## config.mk

```make
export PLATFORM = sky130hd
export DESIGN_NAME = ufc_top
export DESIGN_NICKNAME = d
export VERILOG_FILES = /design/src/ufc_pkg.sv /design/src/ufc_match_if.sv /design/src/ufc_top.sv /design/src/ufc_rx_match.sv
export VERILOG_INCLUDE_DIRS = /design/src
export SDC_FILE = /design/constraint.sdc
export NUM_CORES = 1
export LEC_CHECK = 0
export BUFFER_PORTS_ARGS = -buffer_cell sky130_fd_sc_hd__buf_2
export CAP_MARGIN = 20
export CORE_MARGIN = 8
export CORE_UTILIZATION = 50
export DETAILED_ROUTE_END_ITERATION = 8
export HOLD_SLACK_MARGIN = 0.12
export PLACE_DENSITY_LB_ADDON = 0.08
export SYNTH_ARGS = -nofsm -noshare
export SYNTH_HDL_FRONTEND = slang
export SYNTH_SLANG_ARGS = --single-unit
```

## constraint.sdc

```tcl
create_clock -name clk_sys -period 4 [get_ports clk_sys]
set_input_delay 0.4 -clock clk_sys [delete_from_list [all_inputs] [get_ports clk_sys]]
set_output_delay 0.4 -clock clk_sys [all_outputs]
set_load 0.01 [all_outputs]
```

## src/ufc_cfg.svh

```systemverilog
// Register map, field positions, reset values and behaviour list
//
// Behaviour
// - Flow select field resets to zero; zero means no transmit or receive flow control.
// - Upper select bits: 00 none, 10 first pair, 01 second pair, 11 both.
// - Lower select bits: 00 off, 10 match first pair, 01 match second pair.
// - Lower 11 with upper 10 or 01: either resume or either stop char counts.
// - Lower 11 with upper 11 or 00: resume or stop only as two-char sequence.
// - Enhanced bits of enable, fifo and modem regs writable only while enable set.
// - Reset clears all gated enhanced bits to zero.
// - Special detect compares each received char with second stop char; match flags event.
// - Matching first pair: flow control and special detect work independently.
// - Matching second pair with special detect: char not stored, stop and special events.
// - Auto RTS: event at trigger level, RTS high at one step above it.
// - Auto RTS: RTS low again once fill is below one step under trigger.
// - Auto RTS acts only when software asserted RTS; otherwise RTS is plain output.
// - Auto CTS: transmit stops while CTS high, resumes when CTS low.
// - Four write-only resume and stop character registers, reset to zero.
// - Baud divisor resets to one on power-up only, not on reset pin.
// - Modem change bits clear on reset; level bits show inverted inputs.
// - Software clears flow select before a new setting; device copes either way.
`ifndef UFC_CFG_SVH
`define UFC_CFG_SVH
`define UFC_OFF_EFR 4'h0
`define UFC_OFF_RES1 4'h1
`define UFC_OFF_RES2 4'h2
`define UFC_OFF_STP1 4'h3
`define UFC_OFF_STP2 4'h4
`define UFC_OFF_IER 4'h5
`define UFC_OFF_FCR 4'h6
`define UFC_OFF_MCR 4'h7
`define UFC_OFF_MSR 4'h8
`define UFC_OFF_DIV 4'h9
`define UFC_OFF_EVT 4'ha
`define UFC_OFF_MASK 4'hb
`define UFC_OFF_STAT 4'hc
`define UFC_EFR_ENH 4
`define UFC_EFR_SPEC 5
`define UFC_EFR_ARTS 6
`define UFC_EFR_ACTS 7
`define UFC_MCR_RTS 1
`define UFC_MCR_XANY 5
`define UFC_IER_STOPI 5
`define UFC_IER_ENH 8'hf0
`define UFC_FCR_ENH 8'h30
`define UFC_MCR_ENH 8'he4
`define UFC_EV_SPEC 0
`define UFC_EV_STOP 1
`define UFC_EV_RES 2
`define UFC_EV_TRIG 3
`define UFC_EV_MDM 4
`define UFC_REG_RST 8'h00
`define UFC_DIV_RST 16'h0001
`define UFC_PIN_RST 4'hf
`endif

```

## src/ufc_pkg.sv

```systemverilog
// Types shared by the flow control block
package ufc_pkg;
  typedef logic [7:0] ufc_byte_type;
  typedef enum logic [1:0] {TXS_IDLE, TXS_FIRST, TXS_SECOND} ufc_tx_state_type;
endpackage

```

## src/ufc_match_if.sv

```systemverilog
// Carrier between the top and the receive character matcher
`timescale 1ns/100ps
`default_nettype none
interface ufc_match_if;
  import ufc_pkg::*;
  logic rx_valid;
  ufc_byte_type rx_char;
  ufc_byte_type res1, res2, stp1, stp2;
  logic [3:0] sel;
  logic spec_en;
  logic flush;
  logic hit_res, hit_stop, hit_spec, store;
  modport host (output rx_valid, rx_char, res1, res2, stp1, stp2, sel,
    spec_en, flush, input hit_res, hit_stop, hit_spec, store);
  modport matcher (input rx_valid, rx_char, res1, res2, stp1, stp2, sel,
    spec_en, flush, output hit_res, hit_stop, hit_spec, store);
endinterface
`default_nettype wire

```

## src/ufc_top.sv

```systemverilog
// Enhanced feature and flow control logic with Avalon register slave
`timescale 1ns/100ps
`default_nettype none
`include "ufc_cfg.svh"
module ufc_top
  import ufc_pkg::*;
#(
  parameter int LVL_W = 7,
  parameter logic [6:0] TRIG_STEP = 7'd8
)
(
  // Clock and resets
  input wire logic clk_sys,
  input wire logic rst,
  input wire logic por,
  // Avalon-MM slave
  input wire logic [3:0] avs_address,
  input wire logic avs_read,
  input wire logic avs_write,
  input wire logic [31:0] avs_writedata,
  output logic [31:0] avs_readdata,
  output logic avs_waitrequest,
  // Receive path from the UART core
  input wire logic rx_valid,
  input wire ufc_byte_type rx_char,
  input wire logic [LVL_W-1:0] rx_level,
  input wire logic [LVL_W-1:0] rx_trig_level,
  output logic rx_store,
  output ufc_byte_type rx_store_char,
  // Flow character requests to the transmitter
  output logic tx_flow_valid,
  output ufc_byte_type tx_flow_char,
  input wire logic tx_flow_ready,
  output logic tx_halt,
  // Modem pins
  input wire logic cts_n,
  input wire logic dsr_n,
  input wire logic ri_n,
  input wire logic cd_n,
  output logic rts_n,
  // Register values for the UART core
  output logic [7:0] ier_out,
  output logic [7:0] fcr_out,
  output logic [7:0] mcr_out,
  output logic [15:0] divisor,
  output logic irq
);
  ufc_byte_type efr_ff, res1_ff, res2_ff, stp1_ff, stp2_ff;
  logic [7:0] ier_ff, fcr_ff, mcr_ff;
  logic [15:0] div_ff;
  logic [4:0] evt_ff, mask_ff, evt_set;
  logic wait_ff, wr_go, rd_go, flush;
  logic [31:0] rdata_ff;
  logic [31:0] nxt_rdata;
  logic [3:0] pin_s1_ff, pin_s2_ff, pin_prev_ff, delta_ff, delta_set;
  logic [2:0] pin_fill_ff;
  logic hold_ff, hold_prev_ff, trig_ff, stopped_ff, cts_stop;
  logic rts_n_ff, halt_ff, irq_ff, store_ff, flow_valid_ff;
  ufc_byte_type store_char_ff, flow_char_ff;
  logic req_stop_ff, req_res_ff, kind_stop_ff;
  ufc_tx_state_type tx_state_ff;
  logic [LVL_W:0] hi_mark, lvl_ext;
  logic [7:0] modem_status_reg;
  ufc_match_if mif ();

  // Output wiring, all from flip-flops
  assign avs_readdata = rdata_ff;
  assign avs_waitrequest = wait_ff;
  assign rx_store = store_ff;
  assign rx_store_char = store_char_ff;
  assign tx_flow_valid = flow_valid_ff;
  assign tx_flow_char = flow_char_ff;
  assign tx_halt = halt_ff;
  assign rts_n = rts_n_ff;
  assign ier_out = ier_ff;
  assign fcr_out = fcr_ff;
  assign mcr_out = mcr_ff;
  assign divisor = div_ff;
  assign irq = irq_ff;

  // Bus handshake: one wait cycle, write takes effect on the answer edge
  assign wr_go = avs_write && !wait_ff;
  assign rd_go = avs_read && !wait_ff;
  assign flush = wr_go && avs_address == `UFC_OFF_EFR
    && avs_writedata[3:0] != efr_ff[3:0];
  always_ff @(posedge clk_sys or posedge rst)
  begin
    if (rst)
      wait_ff <= 1'b1;
    else
      wait_ff <= !((avs_read || avs_write) && wait_ff);
  end

  // Read mux, write-only characters read as zero
  assign modem_status_reg = {~pin_s2_ff, delta_ff};
  always_comb
  begin
    nxt_rdata = 32'h0000_0000;
    unique case (avs_address)
      `UFC_OFF_EFR: nxt_rdata[7:0] = efr_ff;
      `UFC_OFF_IER: nxt_rdata[7:0] = ier_ff;
      `UFC_OFF_FCR: nxt_rdata[7:0] = fcr_ff;
      `UFC_OFF_MCR: nxt_rdata[7:0] = mcr_ff;
      `UFC_OFF_MSR: nxt_rdata[7:0] = modem_status_reg;
      `UFC_OFF_DIV: nxt_rdata[15:0] = div_ff;
      `UFC_OFF_EVT: nxt_rdata[4:0] = evt_ff;
      `UFC_OFF_MASK: nxt_rdata[4:0] = mask_ff;
      `UFC_OFF_STAT: nxt_rdata[3:0] = {hold_ff, stopped_ff,
        tx_state_ff != TXS_IDLE, halt_ff};
      default: nxt_rdata = 32'h0000_0000;
    endcase
  end
  always_ff @(posedge clk_sys or posedge rst)
  begin
    if (rst)
      rdata_ff <= 32'h0000_0000;
    else if (avs_read && wait_ff)
      rdata_ff <= nxt_rdata;
  end

  // Feature and character registers
  always_ff @(posedge clk_sys or posedge rst)
  begin
    if (rst)
    begin
      efr_ff <= `UFC_REG_RST;
      res1_ff <= `UFC_REG_RST;
      res2_ff <= `UFC_REG_RST;
      stp1_ff <= `UFC_REG_RST;
      stp2_ff <= `UFC_REG_RST;
      mask_ff <= 5'h00;
    end
    else if (wr_go)
    begin
      unique case (avs_address)
        `UFC_OFF_EFR: efr_ff <= avs_writedata[7:0];
        `UFC_OFF_RES1: res1_ff <= avs_writedata[7:0];
        `UFC_OFF_RES2: res2_ff <= avs_writedata[7:0];
        `UFC_OFF_STP1: stp1_ff <= avs_writedata[7:0];
        `UFC_OFF_STP2: stp2_ff <= avs_writedata[7:0];
        `UFC_OFF_MASK: mask_ff <= avs_writedata[4:0];
        default: mask_ff <= mask_ff;
      endcase
    end
  end

  // Registers with enhanced bits held while the enable bit is clear
  always_ff @(posedge clk_sys or posedge rst)
  begin
    if (rst)
    begin
      ier_ff <= `UFC_REG_RST;
      fcr_ff <= `UFC_REG_RST;
      mcr_ff <= `UFC_REG_RST;
    end
    else if (wr_go)
    begin
      if (avs_address == `UFC_OFF_IER)
        ier_ff <= efr_ff[`UFC_EFR_ENH] ? avs_writedata[7:0]
          : (ier_ff & `UFC_IER_ENH) | (avs_writedata[7:0] & ~`UFC_IER_ENH);
      if (avs_address == `UFC_OFF_FCR)
        fcr_ff <= efr_ff[`UFC_EFR_ENH] ? avs_writedata[7:0]
          : (fcr_ff & `UFC_FCR_ENH) | (avs_writedata[7:0] & ~`UFC_FCR_ENH);
      if (avs_address == `UFC_OFF_MCR)
        mcr_ff <= efr_ff[`UFC_EFR_ENH] ? avs_writedata[7:0]
          : (mcr_ff & `UFC_MCR_ENH) | (avs_writedata[7:0] & ~`UFC_MCR_ENH);
    end
  end

  // Baud divisor, set to one by power-up only
  always_ff @(posedge clk_sys or posedge por)
  begin
    if (por)
      div_ff <= `UFC_DIV_RST;
    else if (wr_go && avs_address == `UFC_OFF_DIV)
      div_ff <= avs_writedata[15:0];
  end

  // Modem pin synchronisers, order cts dsr ri cd
  always_ff @(posedge clk_sys or posedge rst)
  begin
    if (rst)
    begin
      pin_s1_ff <= `UFC_PIN_RST;
      pin_s2_ff <= `UFC_PIN_RST;
      pin_prev_ff <= `UFC_PIN_RST;
      pin_fill_ff <= 3'h0;
    end
    else
    begin
      pin_fill_ff <= {pin_fill_ff[1:0], 1'b1}; // Chain holds real samples
      pin_s1_ff <= {cd_n, ri_n, dsr_n, cts_n};
      pin_s2_ff <= pin_s1_ff;
      pin_prev_ff <= pin_s2_ff;
    end
  end

  // Modem change flags, muted until the chain drops its reset value so a
  // pin resting low is not reported as a change right after reset
  assign delta_set = {4{pin_fill_ff[2]}} & {pin_s2_ff[3] != pin_prev_ff[3],
    pin_s2_ff[2] && !pin_prev_ff[2], pin_s2_ff[1:0] ^ pin_prev_ff[1:0]};
  always_ff @(posedge clk_sys or posedge rst)
  begin
    if (rst)
      delta_ff <= 4'h0;
    else if (rd_go && avs_address == `UFC_OFF_MSR)
      delta_ff <= (delta_ff & ~rdata_ff[3:0]) | delta_set; // Reported only
    else
      delta_ff <= delta_ff | delta_set;
  end

  // Receive matcher
  assign mif.rx_valid = rx_valid;
  assign mif.rx_char = rx_char;
  assign mif.res1 = res1_ff;
  assign mif.res2 = res2_ff;
  assign mif.stp1 = stp1_ff;
  assign mif.stp2 = stp2_ff;
  assign mif.sel = efr_ff[3:0];
  assign mif.spec_en = efr_ff[`UFC_EFR_SPEC];
  assign mif.flush = flush;
  ufc_rx_match u_match (
    .clk_sys(clk_sys),
    .rst(rst),
    .m(mif.matcher)
  );

  // Received characters passed on to the receive FIFO
  always_ff @(posedge clk_sys or posedge rst)
  begin
    if (rst)
    begin
      store_ff <= 1'b0;
      store_char_ff <= `UFC_REG_RST;
    end
    else
    begin
      store_ff <= mif.store;
      store_char_ff <= rx_char;
    end
  end

  // Remote stop state, resumed by resume char or any char when enabled
  always_ff @(posedge clk_sys or posedge rst)
  begin
    if (rst)
      stopped_ff <= 1'b0;
    else if (flush || efr_ff[3:0] == 4'h0)
      stopped_ff <= 1'b0;
    else if (mif.hit_stop)
      stopped_ff <= 1'b1;
    else if (mif.hit_res || (rx_valid && mcr_ff[`UFC_MCR_XANY]))
      stopped_ff <= 1'b0;
  end

  // Transmit halt from remote stop or CTS high
  assign cts_stop = efr_ff[`UFC_EFR_ACTS] && pin_s2_ff[0];
  always_ff @(posedge clk_sys or posedge rst)
  begin
    if (rst)
      halt_ff <= 1'b0;
    else
      halt_ff <= stopped_ff || cts_stop;
  end

  // Fill hysteresis around the trigger level
  assign lvl_ext = {1'b0, rx_level};
  assign hi_mark = {1'b0, rx_trig_level} + {1'b0, TRIG_STEP[LVL_W-1:0]};
  always_ff @(posedge clk_sys or posedge rst)
  begin
    if (rst)
    begin
      hold_ff <= 1'b0;
      hold_prev_ff <= 1'b0;
      trig_ff <= 1'b0;
    end
    else
    begin
      if (lvl_ext >= hi_mark)
        hold_ff <= 1'b1;
      else if (lvl_ext + {1'b0, TRIG_STEP[LVL_W-1:0]} < {1'b0, rx_trig_level})
        hold_ff <= 1'b0;
      hold_prev_ff <= hold_ff;
      trig_ff <= rx_level >= rx_trig_level;
    end
  end

  // RTS pin: auto flow only once software asserted it
  always_ff @(posedge clk_sys or posedge rst)
  begin
    if (rst)
      rts_n_ff <= 1'b1;
    else if (efr_ff[`UFC_EFR_ARTS] && mcr_ff[`UFC_MCR_RTS])
      rts_n_ff <= hold_ff;
    else
      rts_n_ff <= !mcr_ff[`UFC_MCR_RTS];
  end

  // Pending flow character requests from fill crossings
  always_ff @(posedge clk_sys or posedge rst)
  begin
    if (rst)
    begin
      req_stop_ff <= 1'b0;
      req_res_ff <= 1'b0;
    end
    else if (flush || efr_ff[3:2] == 2'b00)
    begin
      req_stop_ff <= 1'b0;
      req_res_ff <= 1'b0;
    end
    else if (hold_ff && !hold_prev_ff)
    begin
      req_stop_ff <= 1'b1;
      req_res_ff <= 1'b0;
    end
    else if (!hold_ff && hold_prev_ff)
    begin
      req_res_ff <= 1'b1;
      req_stop_ff <= 1'b0;
    end
    else if (tx_state_ff == TXS_IDLE)
    begin
      req_stop_ff <= 1'b0;
      req_res_ff <= 1'b0;
    end
  end

  // Flow character sender, one or two characters per request
  always_ff @(posedge clk_sys or posedge rst)
  begin
    if (rst)
    begin
      tx_state_ff <= TXS_IDLE;
      flow_valid_ff <= 1'b0;
      flow_char_ff <= `UFC_REG_RST;
      kind_stop_ff <= 1'b0;
    end
    else if (flush)
    begin
      tx_state_ff <= TXS_IDLE;
      flow_valid_ff <= 1'b0;
    end
    else
    begin
      unique case (tx_state_ff)
        TXS_IDLE:
        begin
          if (req_stop_ff || req_res_ff)
          begin
            kind_stop_ff <= req_stop_ff;
            flow_valid_ff <= 1'b1;
            tx_state_ff <= efr_ff[3] ? TXS_FIRST : TXS_SECOND;
            if (efr_ff[3])
              flow_char_ff <= req_stop_ff ? stp1_ff : res1_ff;
            else
              flow_char_ff <= req_stop_ff ? stp2_ff : res2_ff;
          end
        end
        TXS_FIRST:
        begin
          if (tx_flow_ready)
          begin
            if (efr_ff[2])
            begin
              flow_char_ff <= kind_stop_ff ? stp2_ff : res2_ff;
              tx_state_ff <= TXS_SECOND;
            end
            else
            begin
              flow_valid_ff <= 1'b0;
              tx_state_ff <= TXS_IDLE;
            end
          end
        end
        TXS_SECOND:
        begin
          if (tx_flow_ready)
          begin
            flow_valid_ff <= 1'b0;
            tx_state_ff <= TXS_IDLE;
          end
        end
      endcase
    end
  end

  // Sticky events, write one to clear, set wins
  assign evt_set = {|delta_set, trig_ff == 1'b0 && rx_level >= rx_trig_level
    && efr_ff[`UFC_EFR_ARTS], mif.hit_res,
    mif.hit_stop && ier_ff[`UFC_IER_STOPI], mif.hit_spec};
  always_ff @(posedge clk_sys or posedge rst)
  begin
    if (rst)
      evt_ff <= 5'h00;
    else if (wr_go && avs_address == `UFC_OFF_EVT)
      evt_ff <= (evt_ff & ~avs_writedata[4:0]) | evt_set;
    else
      evt_ff <= evt_ff | evt_set;
  end

  // Interrupt output
  always_ff @(posedge clk_sys or posedge rst)
  begin
    if (rst)
      irq_ff <= 1'b0;
    else
      irq_ff <= |(evt_ff & mask_ff);
  end

  flow_off_a: assert property (@(posedge clk_sys) disable iff (rst)
    efr_ff[3:0] == 4'h0 && $past(efr_ff[3:0]) == 4'h0 |-> !flow_valid_ff)
    else $error("flow char sent with flow control off");
  tx_pair_a: assert property (@(posedge clk_sys) disable iff (rst)
    flow_valid_ff && efr_ff[3:2] == 2'b01 && !$past(flush)
    |-> flow_char_ff == stp2_ff || flow_char_ff == res2_ff)
    else $error("wrong pair sent");
  enh_lock_a: assert property (@(posedge clk_sys) disable iff (rst)
    wr_go && avs_address == `UFC_OFF_IER && !efr_ff[`UFC_EFR_ENH]
    |=> ier_ff[7:4] == $past(ier_ff[7:4]))
    else $error("enhanced bits changed while locked");
  spec_evt_a: assert property (@(posedge clk_sys) disable iff (rst)
    mif.hit_spec |=> evt_ff[`UFC_EV_SPEC])
    else $error("special event not flagged");
  rts_auto_a: assert property (@(posedge clk_sys) disable iff (rst)
    efr_ff[`UFC_EFR_ARTS] && mcr_ff[`UFC_MCR_RTS] && lvl_ext >= hi_mark
    |=> ##1 rts_n_ff)
    else $error("RTS not raised above trigger");
  rts_gp_a: assert property (@(posedge clk_sys) disable iff (rst)
    !efr_ff[`UFC_EFR_ARTS] |=> rts_n_ff == !$past(mcr_ff[`UFC_MCR_RTS]))
    else $error("RTS not following modem control");
  cts_halt_a: assert property (@(posedge clk_sys) disable iff (rst)
    cts_stop |=> halt_ff)
    else $error("transmit not halted by CTS");
  flush_clr_a: assert property (@(posedge clk_sys) disable iff (rst)
    flush |=> !stopped_ff && tx_state_ff == TXS_IDLE)
    else $error("flow state kept after select change");
  dual_cov: cover property (@(posedge clk_sys) disable iff (rst)
    tx_state_ff == TXS_FIRST ##1 tx_state_ff == TXS_SECOND);
  halt_cov: cover property (@(posedge clk_sys) disable iff (rst)
    $rose(stopped_ff));
  irq_cov: cover property (@(posedge clk_sys) disable iff (rst) $rose(irq_ff));
endmodule // ufc_top
`default_nettype wire

```

## src/ufc_rx_match.sv

```systemverilog
// Receive character matcher for software flow control and special detect
`timescale 1ns/100ps
`default_nettype none
module ufc_rx_match
  import ufc_pkg::*;
(
  // Clock and reset
  input wire logic clk_sys,
  input wire logic rst,
  // Match carrier
  ufc_match_if.matcher m
);
  logic pend_res_ff, pend_stp_ff;
  logic dual;
  logic is_r1, is_r2, is_s1, is_s2;

  // Character compares and sequence mode
  assign is_r1 = m.rx_char == m.res1;
  assign is_r2 = m.rx_char == m.res2;
  assign is_s1 = m.rx_char == m.stp1;
  assign is_s2 = m.rx_char == m.stp2;
  assign dual = (m.sel[1:0] == 2'b11) && (m.sel[3] == m.sel[2]);

  // Match decode per receive selection
  always_comb
  begin
    m.hit_res = 1'b0;
    m.hit_stop = 1'b0;
    if (m.rx_valid)
    begin
      unique case (m.sel[1:0])
        2'b00:
        begin
          m.hit_res = 1'b0;
        end
        2'b10:
        begin
          m.hit_res = is_r1;
          m.hit_stop = is_s1;
        end
        2'b01:
        begin
          m.hit_res = is_r2;
          m.hit_stop = is_s2;
        end
        2'b11:
        begin
          if (dual)
          begin
            m.hit_res = pend_res_ff && is_r2;
            m.hit_stop = pend_stp_ff && is_s2;
          end
          else
          begin
            m.hit_res = is_r1 || is_r2;
            m.hit_stop = is_s1 || is_s2;
          end
        end
      endcase
    end
  end

  // Special detect and storage decision
  assign m.hit_spec = m.rx_valid && m.spec_en && is_s2;
  always_comb
  begin
    m.store = m.rx_valid && !m.hit_res && !m.hit_stop;
    if (dual && (is_r1 || is_s1))
      m.store = 1'b0;
    if (m.hit_spec && m.sel[1:0] != 2'b01)
      m.store = m.rx_valid;
    if (m.hit_spec && m.sel[1:0] == 2'b01)
      m.store = 1'b0;
  end

  // First half of a two-character sequence
  always_ff @(posedge clk_sys or posedge rst)
  begin
    if (rst)
    begin
      pend_res_ff <= 1'b0;
      pend_stp_ff <= 1'b0;
    end
    else if (m.flush)
    begin
      pend_res_ff <= 1'b0;
      pend_stp_ff <= 1'b0;
    end
    else if (m.rx_valid)
    begin
      pend_res_ff <= dual && is_r1;
      pend_stp_ff <= dual && is_s1;
    end
  end

  rx_off_a: assert property (@(posedge clk_sys) disable iff (rst)
    m.sel[1:0] == 2'b00 |-> !m.hit_res && !m.hit_stop)
    else $error("flow match while receive flow off");
  any_pair_a: assert property (@(posedge clk_sys) disable iff (rst)
    m.rx_valid && m.sel[1:0] == 2'b11 && m.sel[3] != m.sel[2] && is_r2
    |-> m.hit_res)
    else $error("second resume char not accepted");
  seq_only_a: assert property (@(posedge clk_sys) disable iff (rst)
    m.rx_valid && dual && !pend_stp_ff |-> !m.hit_stop)
    else $error("stop seen without first char of sequence");
  spec_keep_a: assert property (@(posedge clk_sys) disable iff (rst)
    m.hit_spec && m.sel[1:0] == 2'b10 |-> m.store)
    else $error("special char dropped in first pair mode");
  spec_drop_a: assert property (@(posedge clk_sys) disable iff (rst)
    m.hit_spec && m.sel[1:0] == 2'b01 |-> !m.store && m.hit_stop)
    else $error("special char stored in second pair mode");
  seq_cov: cover property (@(posedge clk_sys) disable iff (rst)
    dual && m.hit_stop);
endmodule // ufc_rx_match
`default_nettype wire

```

# Yosys cells after proc, flatten, opt, wreduce, memory -nomap -nowiden
# Cells that the tools add are included.
# W data, S select, Z words.
# classes
add_sub_neg	2
shift	0
eq_ne	32
n_bitwise	17
n_div	0
n_mux	56
multipliers	0
n_reduce_logical	73
order_cmp	3
# ops
cell	n
$mux W8	11
$pmux W4 S9	1
$eq A8 B8 Y1	4
$logic_and A1 B1 Y1	30
$mux W1	29
$eq A4 B4 Y1 const B	5
$pmux W3 S6	1
$reduce_and A2 Y1	9
$add A7 B4 Y8 const B	2
$eq A4 B3 Y1 const B	4
$pmux W8 S2	1
$mux W2	6
$and A5 B5 Y5	2
$or A5 B5 Y5	2
$logic_or A1 B1 Y1	9
$ne A3 B3 Y1 const B	3
$and A4 B4 Y4	2
$eq A4 B2 Y1 const B	2
$ge A7 B8 Y1	1
$logic_not A1 Y1	8
$logic_not A4 Y1	2
$lt A8 B7 Y1	1
$not A4 Y4	2
$or A4 B4 Y4	2
other kinds (31)	44
# totals
ram_bits	0
memories	0
latchBits	0
rom_bits	0
input_bits	69
ff_bits	158

# Longest topological paths before layout
# Gate-level depths: netlist of the first run.
# logic_depth
ltp_word	11
depth_mapped	9
depth_no_buf	8

# Modules after synthesis
# A second synthesis of the first run with hierarchy kept.
# unflattened
cells_unflattened	678
hier_area_um2	7991.4
# by_module_without_submodules
mod	cells_per_inst	area_each_um2	seq_area_each_um2	instances
ufc_top	604	7408.4	3922.5	1
ufc_rx_match	74	583.1	50.0	1

# Worst setup path after synthesis of the first run
# Ideal clock, no wire load.
# synth_path
kind	register to register
from	register efr_ff[3]
to	register stopped_ff
t_arrival_ps	1802
setup_time_ps	119
synth_period_minus_slack_ps	1920
path_slack_ps	2080
stages_incl_launch_ff	10
t_required_ps	3881
path_cell_list	dfrtp_1 -> buf_2 -> inv_1 -> ha_1 -> nor3b_1 -> nor4_1 -> and4_1 -> nor3_1 -> o21a_1 -> o21a_1
# synth_via
elab_chain_cells	7
# synth_rtl
item	line	rtl
start: declaration	ufc_top.sv:48	ufc_byte_type efr_ff, res1_ff, res2_ff, stp1_ff, stp2_ff;
start signal: assignment	ufc_top.sv:126	efr_ff <= `UFC_REG_RST;
start signal: assignment	ufc_top.sv:136	`UFC_OFF_EFR: efr_ff <= avs_writedata[7:0];
$eq A1 B1 Y1	ufc_rx_match.sv:22	assign dual = (m.sel[1:0] == 2'b11) && (m.sel[3] == m.sel[2]);
$logic_and A1 B1 Y1	ufc_rx_match.sv:22	
$mux W1	ufc_rx_match.sv:48	if (dual)
$pmux W1 S3 / $pmux W1 S4 (equally long branches)	ufc_rx_match.sv:31	unique case (m.sel[1:0])
$mux W1	ufc_rx_match.sv:29	if (m.rx_valid)
$mux W1 / $logic_or A1 B1 Y1 (equally long branches)	ufc_top.sv:250, ufc_top.sv:252	
$mux W1 / $reduce_bool A3 Y1 (equally long branches)	-	
end signal: assignment	ufc_top.sv:247	stopped_ff <= 1'b0;
end signal: assignment	ufc_top.sv:249	stopped_ff <= 1'b0;
end signal: assignment	ufc_top.sv:251	stopped_ff <= 1'b1;
end: declaration	ufc_top.sv:57	logic hold_ff, hold_prev_ff, trig_ff, stopped_ff, cts_stop;
# Several ways; a longest one is shown, not always the timed one.
# A chain may end at the register's enable or synchronous reset.

# Worst setup path after layout of the first run
# layout_path
from	register wait_ff (netlist: avs_waitrequest)
to	register flow_char_ff[2] (netlist: tx_flow_char[2])
# layout_via
elab_chain_cells	6
# layout_rtl
item	line	rtl
start: declaration	ufc_top.sv:52	logic wait_ff, wr_go, rd_go, flush;
start signal: assignment	ufc_top.sv:91	wait_ff <= !((avs_read || avs_write) && wait_ff);
$logic_not A1 Y1	ufc_top.sv:82	assign wr_go = avs_write && !wait_ff;
$logic_and A1 B1 Y1	ufc_top.sv:82	
$logic_and A1 B1 Y1 (no line)	-	
$logic_and A1 B1 Y1	ufc_top.sv:84	assign flush = wr_go && avs_address == `UFC_OFF_EFR
$not A1 Y1 (no line)	-	
$reduce_and A5 Y1 (no line)	-	
end signal: assignment	ufc_top.sv:336	flow_char_ff <= `UFC_REG_RST;
end signal: assignment	ufc_top.sv:355	flow_char_ff <= req_stop_ff ? stp1_ff : res1_ff;
end signal: assignment	ufc_top.sv:357	flow_char_ff <= req_stop_ff ? stp2_ff : res2_ff;
end: declaration	ufc_top.sv:59	ufc_byte_type store_char_ff, flow_char_ff;
# No other way between the ends.

==> results of run 1 <==
[through the flow]
| stage | hold slack [ns] | cell area (sq um) | total power, mW | util [%] |
|---|---|---|---|---|
| 2_1_floorplan | 0.313 | 8010 | 2.98 | - |
| 3_3_place_gp | 0.332 | 8670 | 3.35 | 55.2 |
| 3_5_place_dp | 0.335 | 8670 | 3.40 | 55.2 |
| 4_1_cts | 0.150 | 9360 | 5.19 | 59.6 |
| 5_1_grt | 0.158 | 9360 | 5.41 | 59.6 |
| 6_report | 0.156 | 9360 | 5.14 | 59.6 |
[power groups by stage]
stage               logic [mW]  clock network (mW)  registers, mW
global placement          1.17                   0           2.18
CTS                       1.22                1.80           2.17
detailed placement        1.20                   0           2.20
finish                    1.20                1.77           2.17
global route              1.33                1.87           2.21
floorplan                0.825                   0           2.15
[state kept, by name, indices dropped and copies added, names as in the netlist, 2 cells and up]
register       cells
divisor           16
mask_ff            5
pin_prev_ff        4
evt_ff             5
pin_fill_ff        3
ier_out            8
mif.stp2           8
avs_readdata      16
fcr_out            8
tx_state_ff        2
delta_ff           4
mif.res2           8
mcr_out            8
pin_s2_ff          4
mif.res1           8
tx_flow_char       8
pin_s1_ff          4
rx_store_char      8
efr_ff             8
mif.stp1           8
[logic make-up (layout without fill, tap and decap cells)]
| group | Yosys count | count (layout) | share of synthesized area [%] |
|---|---|---|---|
| AO/OA/AOI/OAI | 112 | 112 | 9.74 |
| XOR/XNOR | 43 | 43 | 4.74 |
| adder cells (fa/ha/maj) | 21 | 21 | 3.30 |
| buffers and inverters | 80 | 193 | 4.81 |
| flip-flops | 158 | 158 | 50.0 |
| multiplexers | 116 | 116 | 17.4 |
| other | 2 | 17 | 0.0944 |
| AND/OR/NAND/NOR | 146 | 146 | 9.97 |
[Yosys cell counts (2+ instances only)]
master / instances
nor3_1: 9
nand2b_1: 3
a211oi_1: 6
buf_2: 12
nor2b_1: 7
a22o_1: 13
nand3_1: 11
mux4_2: 8
xor2_1: 10
o21ai_0: 22
nor3b_1: 3
a22oi_1: 9
conb_1: 2
nand4_1: 8
a222oi_1: 2
and3_1: 7
mux2i_1: 11
a221o_1: 2
o2bb2ai_1: 2
a32o_1: 2
a21o_1: 5
and4_1: 2
dfstp_2: 15
nand3b_1: 4
nor4_4: 2
buf_1: 2
nor2_1: 34
dfrtp_1: 143
o21a_1: 3
a21oi_1: 24
nor4_1: 3
a31oi_1: 4
buf_4: 18
mux2_2: 97
a32oi_1: 3
o22ai_1: 3
inv_1: 23
a221oi_1: 3
clkbuf_1: 24
nand2_1: 42
xnor2_1: 33
ha_1: 21
[metal layers]
layer	routed length, microns	part of all wire [%]
met4	267	1.3
met5	8	0.038
met2	10500	50
met1	8990	42
met3	1430	6.7
[final cells by class]
class	count	area, sq um
fillers	1332	6350
flip-flops and latches	158	3970
multi-input cells	455	3650
repair buffers	137	728
clock buffers	18	429
well taps	216	270
clock inverters	14	216
inverters	24	93.8
[path summary, 6_finish.rpt]
kind | startpoint | endpoint | slack [ns] | cells after the start
setup / recovery | avs_waitrequest | tx_flow_char[2] | 1.70 | 6
max in group asynchronous | rst | mif.res1[5] | 2.80 | 3
hold / removal | rst | hold_ff | 0.16 | 2
hold reg to reg | pin_fill_ff[0] | pin_fill_ff[1] | 0.35 | 0
min in group clk_sys | rx_char[0] | rx_store_char[0] | 0.17 | 1
setup reg to reg | avs_waitrequest | tx_flow_char[2] | 1.70 | 6
==> run summary, run 1 <==
outcome: finished, final reports clean
Total GRT Usage: 21.7%
first-pass GRT wire length: 33700 microns
Cell Rows: 46
number of buffers created by CTS: 17
sw power: 1.54 mW
Worst-path clk slew: 0.06 ns
slowest stage cell, crit path: a41oi_2
GP Congestion: 0.969
Fmax: 435 MHz
layout cells sized above 1: 36.7%
sequential share of power: 42.2%
number of global-route vias before repair: 6112
Initial DRC Count: 409
area of the core: 15700 sq um
total gr overflow: 0
DRT Wirelength: 21200 microns
clock sink total: 158
CP top delay family: simple AND/OR/NAND/NOR gates
fin worst setup slack: 1.70 ns
largest stage delay on the critical path: 0.52 ns
dpl hpwl: 15400 microns
Final Hold Fails: 0
IO Pins: 163
met1 usage: 26.5%
ys async rst share: 100%
CTS Root Cell: clkbuf_16
Worst Setup End Kind: flop
Port Buf Inserts: 130
grt met2 use: 36.6%
Rel. slew slack: 36.8%
Mapped Cells: 678
Via density: 5.68
static leakage: 4.44 nW
internal power: 3.60 mW
most common cell after layout, fill and taps aside: dfrtp_1
Setup CP Type: flop to flop
# hold bufs at CTS: 5
Final TNS setup: 0 ns
most frequent cells in the layout: 143 x dfrtp_1, 130 x buf_2, 97 x mux2_2
synth unique cells: 63
Die Wd: 142 microns
Power Density: 549 nW/um^2
pre-CTS setup slack: 1.33 ns
syn avg cell area: 11.7 sq um
WL per Instance: 20.7 microns
# placed instances: 985
crit-path max FO: 11
final antenna-violating net count: 0
synthesized area: 7950 sq um
dominant synthesized flop cell: dfrtp_1
Seq/Total Area, Yosys: 50.0%
CP cell instances: nand2b_4 -> nor3_4 -> nand2_2 -> a41oi_2 -> nand3b_4 -> mux2_2
YS warnings: 0
combinational share of power: 23.3%
Worst Tran Pin Value: 0.941 ns
Clk Latency, worst-skew pair: 0.43 ns
Hold Crit Class: input port to asynchronous set/reset pin
number of nets in the layout: 883
DRC: 0
met3 Track Usage GR: 6.31%
synth top area cells: dfrtp_1 45%, mux2_2 14%, dfstp_2 5.0%
Die H: 142 microns
Worst IR Drop VDD: 315 uV
Layout Cells excl Fill: 1022
Clock Skew: 0.00546 ns
Detailed Routing Iterations Pass 1: 5
initial antenna violation count: 1
Setup violations, final: 0
critical path launch point type: flop
RSZ-0062 raised after global routing: false
TritonCTS clock tree: built
gr busiest metal: met2
die area: 20200 sq um
ANT cells: 0
synthesized flop and latch total: 158
Tmin final: 2.30 ns
post-CTS setup buffers: 0
H-tree level count: 4
fin. max-slew vios: 0
max-cap viol count: 0
largest net degree at the start of global routing: 102
DR vias: 5804
Sw Ratio: 30.0%
Yosys top cell by area: dfrtp_1
Clock power frac: 34.4%
Final period util: 57.5%
CP Buf/Inv Count: 0
PostCTS Resize Cnt: 0
CP required: 4.31 ns
area delta synth->final: 17.7%
Bufs on Longest Clock Path: 2
critical path arrival: 2.61 ns
Synth top area share: 45.0%
starting density of the core: 50.6%
number of flops mapped to enable cells by yosys: 0
No activity file was read; power rests on OpenSTA's default activity.
==> run 2: changes to the inputs <==
- clock period: 4 -> 1.93 ns (I/O delays scaled with it)
==> run 2 against run 1 <==
Die area did not move. Utilization rose by 3.3 points. Largest cell class unchanged. Global-route usage rose by 0.59 points. Clock power rose by 85%. Sequential power rose by 110%. Critical path depth rose by 2. Worst setup slack got worse by 1.6 ns. Sequential cell count did not move. Via count rose by 3.9%. Highest routed layer unchanged. Worst hold slack got worse by 0.0039 ns. Design area rose by 5.5%.
==> run summary, run 2 (synthesis gave the netlist of run 1 again) <==
Fillers: 1305
initial antenna violation count: 1
DP Area: 9010 sq um
Via density: 5.55
Initial DRC Count: 367
IO Pins: 163
ANT cells: 0
Cell Rows: 46
total gr overflow: 0
Die Wd: 142 microns
met1 usage: 26.8%
Tmin final: 1.86 ns
dpl hpwl: 16200 microns
Setup CP Type: input port to flop
Clock Skew: 0.00832 ns
Worst IR Drop VDD: 615 uV
outcome: finished, final reports clean
Power Density: 1060 nW/um^2
Detailed Routing Iterations Pass 1: 5
critical path launch point type: input port
Clock power frac: 31.4%
TritonCTS clock tree: built
GP Congestion: 0.941
fin. max-slew vios: 0
Sw Ratio: 30.5%
WHS Path Cells: 2
Worst Tran Pin Value: 0.632 ns
area of the core: 15700 sq um
final antenna-violating net count: 0
starting density of the core: 50.6%
sequential share of power: 42.8%
max-cap viol count: 0
Die H: 142 microns
Final period util: 96.3%
most frequent cells in the layout: 143 x dfrtp_1, 130 x buf_2, 97 x mux2_2
Final Hold Fails: 0
Rel. slew slack: 56.8%
DRC: 0
CTS Root Cell: clkbuf_16
number of buffers created by CTS: 17
area delta synth->final: 24.2%
largest net degree at the start of global routing: 68
Setup violations, final: 0
Bufs on Longest Clock Path: 2
Clk Latency, worst-skew pair: 0.42 ns
grt met2 use: 37.3%
Total GRT Usage: 22.3%
internal power: 7.27 mW
die area: 20200 sq um
Multi-input gate area: 3680 sq um
number of nets in the layout: 947
RSZ-0062 raised after global routing: false
combinational share of power: 25.8%
R2R cell count: 6
DR vias: 6032
Hold Crit Class: input port to flop
register area: 3970 sq um
Worst Setup End Kind: flop
layout cells sized above 1: 39.1%
Layout Cells excl Fill: 1086
# placed instances: 1027
critical path arrival: 2.16 ns
clock sink total: 158
Port Buf Inserts: 130
crit-path max FO: 5
CP required: 2.23 ns
DRT Wirelength: 21800 microns
H-tree level count: 4
most common cell after layout, fill and taps aside: dfrtp_1
Pwr Total: 10.5 mW
sw power: 3.18 mW
met3 Track Usage GR: 5.70%
static leakage: 4.71 nW
fin area: 9880 sq um
Fmax: 538 MHz
number of global-route vias before repair: 6525
gr busiest metal: met2
Worst-path clk slew: 0.06 ns
first-pass GRT wire length: 34900 microns
WL per Instance: 20.1 microns
## run 2: power groups by stage
stage | logic (mW) | clock network (mW) | registers, mW
6_report | 2.70 | 3.28 | 4.47
5_1_grt | 2.97 | 3.49 | 4.55
4_1_cts | 2.71 | 3.35 | 4.47
3_5_place_dp | 2.65 | 0 | 4.52
3_3_place_gp | 2.59 | 0 | 4.48
2_1_floorplan | 1.71 | 0 | 4.46
## run 2: layer usage
layer | routed length (microns) | up-vias
li1 | - | 2763
met3 | 1560 | 37
met4 | 594 | 2
met5 | 10 | -
met1 | 8930 | 2999
met2 | 10700 | 231
## run 2: final timing paths
kind | slack [ns] | end | start
worst max register to register | 0.10 | stopped_ff | mif.res2[4]
max in group asynchronous | 0.89 | rx_store_char[6] | rst
worst max-delay path | 0.07 | stopped_ff | rx_char[4]
min in group asynchronous | 0.30 | hold_ff | rst
worst min-delay path | 0.15 | mcr_out[7] | avs_writedata[7]
worst min register to register | 0.35 | pin_s2_ff[1] | pin_s1_ff[1]
## run 2: worst max-delay path, stage by stage
cell           delay (ns)
dlygate4sd3_1        0.53
buf_2                0.17
xor2_1               0.16
nor4_1               0.41
and4_1               0.30
nor3_1               0.07
o21a_1               0.17
o21a_1               0.16
## run 2: through the flow
step / setup TNS (ns) / hold slack (ns) / setup WS [ns] / util (%)
final: 0 / 0.152 / 0.0723 / 62.9
after global routing: 0 / 0.163 / 0.00207 / 62.9
after CTS: 0 / 0.134 / 0.0452 / 62.7
after detailed placement: -0.0229 / 0.192 / -0.0229 / 57.3
after global placement: 0 / 0.194 / 0.0351 / 57.3
after floorplan: -3.67 / 0.106 / -0.0286 / -
## run 2: area by class of cell
type	count	area share, %
Clock buffer	22	4.70
Clock inverter	10	1.18
Inverter	24	0.950
Multi-Input combinational cell	455	37.2
Sequential cell	158	40.2
Tap cell	216	2.74
Timing Repair Buffer	201	13.0
## run 2: timing repair
item | CTS | global route
hold endpoints to repair | 51 | 0
hold buffers | 26 | 0
buffers inserted | 0 | 1
endpoints found under the setup margin | 0 | 1
gates resized for setup | 0 | 3
